**src/sdenv_pkg.sv**
```systemverilog
// package: constants, segment indices, field positions and modes of the descriptor environment block
// ----------------------------------------------------------------------------
// How it works
// - device keeps no table coherency and never sets accessed bits in memory.
// - native descriptor loads are stored unchecked, accessed bit left as written.
// - instruction set transitions change no base, limit, attribute or privilege.
// - virtual 8086: execute permission faults on the code segment are ignored.
// - granular limit is shifted left 12 with low twelve bits set to ones.
// - integrity checks skipped on transition, applied on legacy fetches and data.
// ----------------------------------------------------------------------------
package sdenv_pkg;

  // ----------------------------------------------------------------------------
  // segment register indices
  // ----------------------------------------------------------------------------
  localparam int unsigned NUM_SEG = 6;
  localparam logic [2:0]  SEG_CS  = 3'h0;
  localparam logic [2:0]  SEG_SS  = 3'h1;
  localparam logic [2:0]  SEG_DS  = 3'h2;
  localparam logic [2:0]  SEG_ES  = 3'h3;
  localparam logic [2:0]  SEG_FS  = 3'h4;
  localparam logic [2:0]  SEG_GS  = 3'h5;

  // ----------------------------------------------------------------------------
  // descriptor field positions
  // ----------------------------------------------------------------------------
  localparam int unsigned F_BASE_LSB = 0;
  localparam int unsigned F_LIM_LSB  = 32;
  localparam int unsigned F_TYPE_LSB = 52;
  localparam int unsigned F_ACC      = 52;
  localparam int unsigned F_S        = 56;
  localparam int unsigned F_DPL_LSB  = 57;
  localparam int unsigned F_P        = 59;
  localparam int unsigned F_AV       = 60;
  localparam int unsigned F_IG       = 61;
  localparam int unsigned F_DB       = 62;
  localparam int unsigned F_G        = 63;
  localparam int unsigned GRAN_SHIFT = 12;

  localparam logic [11:0] GRAN_FILL  = 12'hFFF;
  localparam logic [31:0] MAX_OFF16  = 32'h0000FFFF;
  localparam logic [31:0] MAX_OFF32  = 32'hFFFFFFFF;

  // ----------------------------------------------------------------------------
  // reset values
  // ----------------------------------------------------------------------------
  localparam logic [63:0] DESC_RST   = 64'h0;
  localparam logic [15:0] SEL_RST    = 16'h0;
  localparam logic [1:0]  CPL_RST    = 2'h0;

  // mode encoding is {virtual_8086_flag, protection_enable_bit}
  typedef enum logic [1:0] {
    MODE_REAL = 2'b00,
    MODE_PROT = 2'b01,
    MODE_BAD  = 2'b10,
    MODE_VIRTUAL_8086_MODE = 2'b11
  } sdenv_mode_e;

endpackage

```
**src/sdenv_chk_if.sv**
```systemverilog
// interface: descriptor, reference and verdict between the top and the limit checker
`timescale 1ns/1ps
interface sdenv_chk_if;
  import sdenv_pkg::*;
  logic [63:0]  desc;
  logic [31:0]  offset;
  logic         fetch;
  logic         write;
  sdenv_mode_e  mode;
  logic         fault;
  logic         exec_fault;
  logic [31:0]  lim_scaled;
  logic [31:0]  addr;

  modport chk (input desc, offset, fetch, write, mode, output fault, exec_fault, lim_scaled, addr);
  modport top (output desc, offset, fetch, write, mode, input fault, exec_fault, lim_scaled, addr);
endinterface

```
**src/sdenv_limit_chk.sv**
```systemverilog
// module: combinational run-time integrity check of one legacy reference
`timescale 1ns/1ps
module sdenv_limit_chk (
  sdenv_chk_if.chk c
);
  import sdenv_pkg::*;

  logic [19:0] lim;
  logic [3:0]  seg_type;
  logic [31:0] off;
  logic [31:0] top_off;
  logic        is_code;
  logic        xdown;
  logic        lim_fault;
  logic        rw_fault;
  logic        mode_fault;

  always_comb begin
    lim          = c.desc[F_LIM_LSB +: 20];
    seg_type     = c.desc[F_TYPE_LSB +: 4];
    // granular limits cover whole 4K pages
    c.lim_scaled = c.desc[F_G] ? {lim, GRAN_FILL} : {12'h000, lim};
    // 16-bit segments truncate the effective address
    off          = c.desc[F_DB] ? c.offset : {16'h0000, c.offset[15:0]};
    top_off      = c.desc[F_DB] ? MAX_OFF32 : MAX_OFF16;
    is_code      = seg_type[3];
    xdown        = !is_code && seg_type[2];
    lim_fault    = xdown ? ((off <= c.lim_scaled) || (off > top_off)) : (off > c.lim_scaled);
    // only protected mode insists on an executable code segment
    c.exec_fault = c.fetch && !is_code && (c.mode == MODE_PROT);
    rw_fault     = (c.mode == MODE_PROT) && !c.fetch &&
                   (c.write ? (is_code || !seg_type[1]) : (is_code && !seg_type[1]));
    mode_fault   = c.fetch && (c.mode == MODE_BAD);
    c.fault      = !c.desc[F_S] || !c.desc[F_P] || lim_fault || c.exec_fault || rw_fault || mode_fault;
    c.addr       = c.desc[F_BASE_LSB +: 32] + off;
  end

endmodule // sdenv_limit_chk

```
**src/sdenv_top.sv**
```systemverilog
// module: segment descriptor registers, transition handling and legacy reference checks
`timescale 1ns/1ps
module sdenv_top #(
  parameter int unsigned N_SEG = sdenv_pkg::NUM_SEG
) (
  // clock and reset
  input  wire logic        sys_clk_i,
  input  wire logic        resetn_i,
  // native descriptor load
  input  wire logic        nat_wr_i,
  input  wire logic [2:0]  nat_seg_i,
  input  wire logic [63:0] nat_desc_i,
  input  wire logic [15:0] nat_selector_i,
  input  wire logic        cpl_wr_i,
  input  wire logic [1:0]  cpl_i,
  // environment and transition
  input  wire logic        virtual_8086_flag_i,
  input  wire logic        protection_enable_bit_i,
  input  wire logic        isa_transition_i,
  input  wire logic        isa_to_legacy_i,
  // legacy reference
  input  wire logic        ref_valid_i,
  input  wire logic [2:0]  ref_seg_i,
  input  wire logic        ref_fetch_i,
  input  wire logic        ref_write_i,
  input  wire logic [31:0] ref_offset_i,
  output logic             ref_done_o,
  output logic             ref_fault_o,
  output logic [31:0]      ref_addr_o,
  // readback
  input  wire logic [2:0]  rd_seg_i,
  output logic [63:0]      rd_desc_o,
  output logic [15:0]      rd_selector_o,
  output logic [1:0]       current_privilege_level_o,
  output logic             in_legacy_o
);
  import sdenv_pkg::*;

  if (N_SEG != NUM_SEG) begin : g_bad_seg_count
    $error("sdenv_top: exactly six segment registers are supported");
  end

  // ----------------------------------------------------------------------------
  // state
  // ----------------------------------------------------------------------------
  logic [N_SEG-1:0][63:0] desc;
  logic [N_SEG-1:0][63:0] next_desc;
  logic [N_SEG-1:0][15:0] sel;
  logic [N_SEG-1:0][15:0] next_sel;
  logic [1:0]             cpl;
  logic [1:0]             next_cpl;
  logic                   in_legacy;
  logic                   next_in_legacy;
  logic                   next_ref_done;
  logic                   next_ref_fault;
  logic [31:0]            next_ref_addr;
  logic [63:0]            next_rd_desc;
  logic [15:0]            next_rd_selector;
  logic                   ref_take;
  sdenv_mode_e            mode;

  sdenv_chk_if chk_bus ();

  sdenv_limit_chk u_chk (
    .c (chk_bus.chk)
  );

  assign mode = sdenv_mode_e'({virtual_8086_flag_i, protection_enable_bit_i});
  // checks only run on legacy references, never in the transition cycle
  assign ref_take = ref_valid_i && in_legacy && !isa_transition_i;

  assign chk_bus.desc   = (ref_seg_i < 3'(N_SEG)) ? desc[ref_seg_i] : DESC_RST;
  assign chk_bus.offset = ref_offset_i;
  assign chk_bus.fetch  = ref_fetch_i;
  assign chk_bus.write  = ref_write_i;
  assign chk_bus.mode   = mode;

  // ----------------------------------------------------------------------------
  // next state
  // ----------------------------------------------------------------------------
  always_comb begin
    next_desc = desc;
    next_sel  = sel;
    next_cpl  = cpl;
    // stored as written apart from the code and stack software-only bits: no protection check, accessed bit untouched, no table write-back
    for (int i = 0; i < N_SEG; i++) begin
      if (nat_wr_i && (nat_seg_i == 3'(i))) begin
        next_desc[i] = nat_desc_i;
        next_sel[i]  = nat_selector_i;
        // code and stack keep their software-only bits at zero
        if ((3'(i) == SEG_CS) || (3'(i) == SEG_SS)) begin
          next_desc[i][F_AV] = 1'b0;
          next_desc[i][F_IG] = 1'b0;
        end
      end
    end
    if (cpl_wr_i) begin
      next_cpl = cpl_i;
    end
    // a transition only flips the instruction set, descriptors and privilege stay put
    next_in_legacy = isa_transition_i ? isa_to_legacy_i : in_legacy;
    next_ref_done  = ref_take;
    next_ref_fault = ref_take && (chk_bus.fault || (ref_seg_i >= 3'(N_SEG)));
    next_ref_addr  = ref_take ? chk_bus.addr : ref_addr_o;
    next_rd_desc     = (rd_seg_i < 3'(N_SEG)) ? desc[rd_seg_i] : DESC_RST;
    next_rd_selector = (rd_seg_i < 3'(N_SEG)) ? sel[rd_seg_i] : SEL_RST;
  end

  // ----------------------------------------------------------------------------
  // registers
  // ----------------------------------------------------------------------------
  always_ff @(posedge sys_clk_i or negedge resetn_i) begin
    if (!resetn_i) begin
      desc                      <= '{default: DESC_RST};
      sel                       <= '{default: SEL_RST};
      cpl                       <= CPL_RST;
      in_legacy                 <= 1'b0;
      ref_done_o                <= 1'b0;
      ref_fault_o               <= 1'b0;
      ref_addr_o                <= 32'h00000000;
      rd_desc_o                 <= DESC_RST;
      rd_selector_o             <= SEL_RST;
      current_privilege_level_o <= CPL_RST;
      in_legacy_o               <= 1'b0;
    end else begin
      desc                      <= next_desc;
      sel                       <= next_sel;
      cpl                       <= next_cpl;
      in_legacy                 <= next_in_legacy;
      ref_done_o                <= next_ref_done;
      ref_fault_o               <= next_ref_fault;
      ref_addr_o                <= next_ref_addr;
      rd_desc_o                 <= next_rd_desc;
      rd_selector_o             <= next_rd_selector;
      current_privilege_level_o <= next_cpl;
      in_legacy_o               <= next_in_legacy;
    end
  end
endmodule // sdenv_top

```
**config.mk**
```make
export PLATFORM = sky130hd
export DESIGN_NAME = sdenv_top
export DESIGN_NICKNAME = d
export VERILOG_FILES = /design/src/sdenv_pkg.sv /design/src/sdenv_chk_if.sv /design/src/sdenv_limit_chk.sv /design/src/sdenv_top.sv
export SDC_FILE = /design/constraint.sdc
export NUM_CORES = 1
export LEC_CHECK = 0
export BUFFER_PORTS_ARGS = -buffer_cell sky130_fd_sc_hd__buf_2
export CAP_MARGIN = 5
export CORE_ASPECT_RATIO = 1.1
export CORE_MARGIN = 2
export CORE_UTILIZATION = 60
export CTS_CLUSTER_SIZE = 20
export DETAILED_ROUTE_END_ITERATION = 12
export GPL_ROUTABILITY_DRIVEN = 0
export PLACE_DENSITY = 0.85
export SLEW_MARGIN = 20
export SYNTH_ARGS = -nofsm -noshare
export SYNTH_HDL_FRONTEND = slang
export SYNTH_SLANG_ARGS = --single-unit
```
**constraint.sdc**
```tcl
create_clock -name sys_clk_i -period 4.66 [get_ports sys_clk_i]
set_clock_uncertainty 0.2 [all_clocks]
set_input_delay 0.699 -clock sys_clk_i [delete_from_list [all_inputs] [get_ports sys_clk_i]]
set_output_delay 0.699 -clock sys_clk_i [all_outputs]
set_load 0.01 [all_outputs]
```
==> results.md <==
* Status: finished, final reports clean
* Critical Path AT at 4.12 ns
* Crit path kind: flop to flop
* Most used DFF post-synth: dfrtp_1
* Crit-path cells: mux4_2 -> a21oi_2 -> buf_4 -> nor2b_1 -> ha_1 -> or2_2 -> a21oi_1 -> nand2b_1 -> o2111ai_1 -> o21ai_2 -> o311ai_0 -> a211o_1 -> nand3_1
* Placed Area at 0.03178 sq mm
* First-pass GRT wire length at 122.9 mm
* Synth Cell Area at 0.02959 sq mm
* Startpoint types: flop
* HPWL reported at the end of detailed placement at 50.65 mm
* Initial DRC Count at 1741
* Seq/Total Area, Yosys at 50.15%
* Yosys reg bits at 593
* Final Critical Period at 3.766 ns
* Site row count at 85
* Clock transition at the registers of the reported paths at 0.07 ns
* GRT Resource Usage Total at 31.15%
* First-pass DRT Iterations at 5
* Filler cells at 3247
* Least-Margin Pin Slew at 1.003 ns
* Total wire length at 78.63 mm
* Post-synth EDFFs at 0
* Vias in the first global route at 21470
* Via-per-instance ratio at 6.438
* Die area at 0.05111 sq mm
* CTS buffer count at 57
* Syn-to-layout area delta at 13.87%
* Die extent in x at 215.7 microns
* Most common cell after layout, fill and taps aside: dfrtp_1
* GR Overflow Total at 0
* Pleak at 0.01518 uW
* Nets at 2633
* Routed len/inst at 25.06 microns
* Io pins at 251
* Mapped Cells at 2213
* Final Hold Viols at 0
* Finished Cell Area at 0.03370 sq mm
* TritonCTS clock tree: done
* DRC viols at 0
* Core area at 0.04882 sq mm
* Share of layout cells above drive strength 1 at 41.79%
* Peak Freq at 265.5 MHz
* Vias at 20200
* MaxCap Viol Count at 0
* PD cells at 464.3 mW/mm^2
* Ys Warns at 0
* Worst EP required at 5.02 ns
* Net Count, Synth at 2411
* Worst hold path type: input port to flop
* Final Max Slew Viols at 0
* Critical Path End Type: flop
* Root Buffer: clkbuf_16
* Worst Path Max Fanout at 10
* Post-synthesis async set-or-reset flop share at 100.0%
* Htree depth at 2
* Number of I/O port buffers at 250
* Clock Tree Buf Depth at 3
* RSZ-0062 raised after global routing: no
* Most frequent cells in the layout: dfrtp_1 (593), mux2_2 (480), buf_2 (245)
* Antenna violations before repair at 15
* Clk sinks at 593
* Starting Density at 60.62%
* Count of cell types in the netlist at 59
* Clk_lat worst skew at 0.63 ns
* Slowest CP cell: mux4_2
* Tcrit/Tclk final at 80.82%
* CTS resizes at 0
* Syn Area/Cell at 13.37 sq um
* Slew Limit Headroom at 32.39%
* Largest net degree at the start of global routing at 110
* Setup violations, final at 0
* Largest stage delay, worst path at 0.49 ns
* Worst vdd ir at 0.0003465 V
* Die Y at 236.9 microns
* Post-route ant nets at 0
* Tot Pwr at 15650 uW
* Setup_tns at 0 ns
[registers in the layout, indices dropped and copies added, names as in the netlist]
name,count
sel,96
ref_done_o,1
cpl,2
ref_addr_o,32
rd_desc_o,64
desc,380
in_legacy,1
rd_selector_o,16
ref_fault_o,1
[repair_timing]
item | 4_1_cts | 5_1_grt
setup endpoints to repair | 0 | 0
buffers inserted | 0 | 0
hold buffers | 1 | 0
hold endpoints to repair | 52 | 0
[final timing paths]
check                               start             end  slack, ns  depth (start not counted)
max in group asynchronous        resetn_i  ref_addr_o[30]       2.64                          3
max                             desc[254]  ref_addr_o[30]       0.89                         13
min                              cpl_i[1]          cpl[1]       0.09                          2
min in group asynchronous        resetn_i    rd_desc_o[6]       0.53                          2
max reg2reg                     desc[254]  ref_addr_o[30]       0.89                         13
min reg2reg                ref_addr_o[13]  ref_addr_o[13]       0.28                          2
[where the power goes]
part           switching [uW]  internal (uW)
Clock                    2010           2630
Sequential                771           6320
Combinational            1890           2030
[kinds of logic after synthesis]
logic type / share of synthesized area, %
flip-flops: 50.15
AND/OR/NAND/NOR: 3.941
adder cells (fa/ha/maj): 2.731
multiplexers: 33.51
XOR/XNOR: 0.6511
AO/OA/AOI/OAI: 5.860
buffers and inverters: 3.158
[layer usage]
layer	wire length [microns]	track usage, %	vias up	share of wire [%]
li1	-	-	8602	-
met1	29910	40.25	10470	38
met2	38310	50.51	888	49
met3	7333	7.951	220	9.3
met4	2952	12.92	20	3.8
met5	132	0	-	0.17
[per-stage QoR]
stage | hold slack, ns | instances | setup WS, ns | utilization (%)
final | 0.09461 | 3138 | 0.8938 | 69.03
after global routing | 0.09461 | 3134 | 0.6711 | 69.01
after CTS | 0.06881 | 3131 | 0.9390 | 68.99
after detailed placement | 0.2653 | 3027 | 0.3584 | 65.11
after global placement | 0.2627 | 3027 | 0.4223 | 65.10
after floorplan | 0.2034 | 2213 | 0.3476 | -
[worst max-delay path: cells and delay by family, from the launching register on]
kind,cells,cell delay (ns)
AND/OR/NAND/NOR,4,0.68
multiplexers,1,0.49
flip-flops,1,0.40
buffers and inverters,1,0.23
adder cells (fa/ha/maj),1,0.39
AO/OA/AOI/OAI,6,1.30
[Yosys cell counts (3+ instances only)]
| cell | count | area, sq um |
|---|---|---|
| buf_2 | 33 | 165.2 |
| dfrtp_1 | 593 | 14840 |
| nand3_1 | 17 | 85.08 |
| xor2_1 | 6 | 52.55 |
| o21ai_0 | 96 | 480.5 |
| mux2_2 | 480 | 5405 |
| nor3_1 | 10 | 50.05 |
| nand2_1 | 133 | 499.2 |
| nand4_1 | 9 | 56.30 |
| inv_1 | 93 | 349.1 |
| a21oi_1 | 35 | 175.2 |
| clkbuf_1 | 91 | 341.6 |
| mux2i_1 | 147 | 1471 |
| xnor2_1 | 16 | 140.1 |
| buf_4 | 5 | 37.54 |
| nor2b_1 | 20 | 125.1 |
| buf_1 | 10 | 37.54 |
| o22ai_1 | 80 | 500.5 |
| mux4_2 | 135 | 3040 |
| nor2_1 | 36 | 135.1 |
| o311ai_0 | 3 | 26.28 |
| o211ai_1 | 3 | 22.52 |
| nand2b_1 | 8 | 50.05 |
| or2_2 | 5 | 31.28 |
| o31ai_1 | 6 | 45.04 |
| a31oi_1 | 5 | 31.28 |
| a21o_1 | 11 | 82.58 |
| o21ai_1 | 8 | 40.04 |
| a211o_1 | 5 | 43.79 |
| a211oi_1 | 9 | 67.56 |
| ha_1 | 63 | 788.3 |
| nor3b_1 | 4 | 30.03 |
| o21a_1 | 8 | 60.06 |
[cell type report]
type	instances	area, sq um	area share [%]
Tap cell	652	815.8	2.421
Sequential cell	593	14840	44.04
Inverter	94	352.8	1.047
Multi-Input combinational cell	1387	13870	41.17
Timing Repair Buffer	302	1913	5.677
Clock buffer	80	1684	4.998
Clock inverter	23	202.7	0.6015
Antenna cell	7	17.52	0.05198
(Power assumes the default switching activity.)
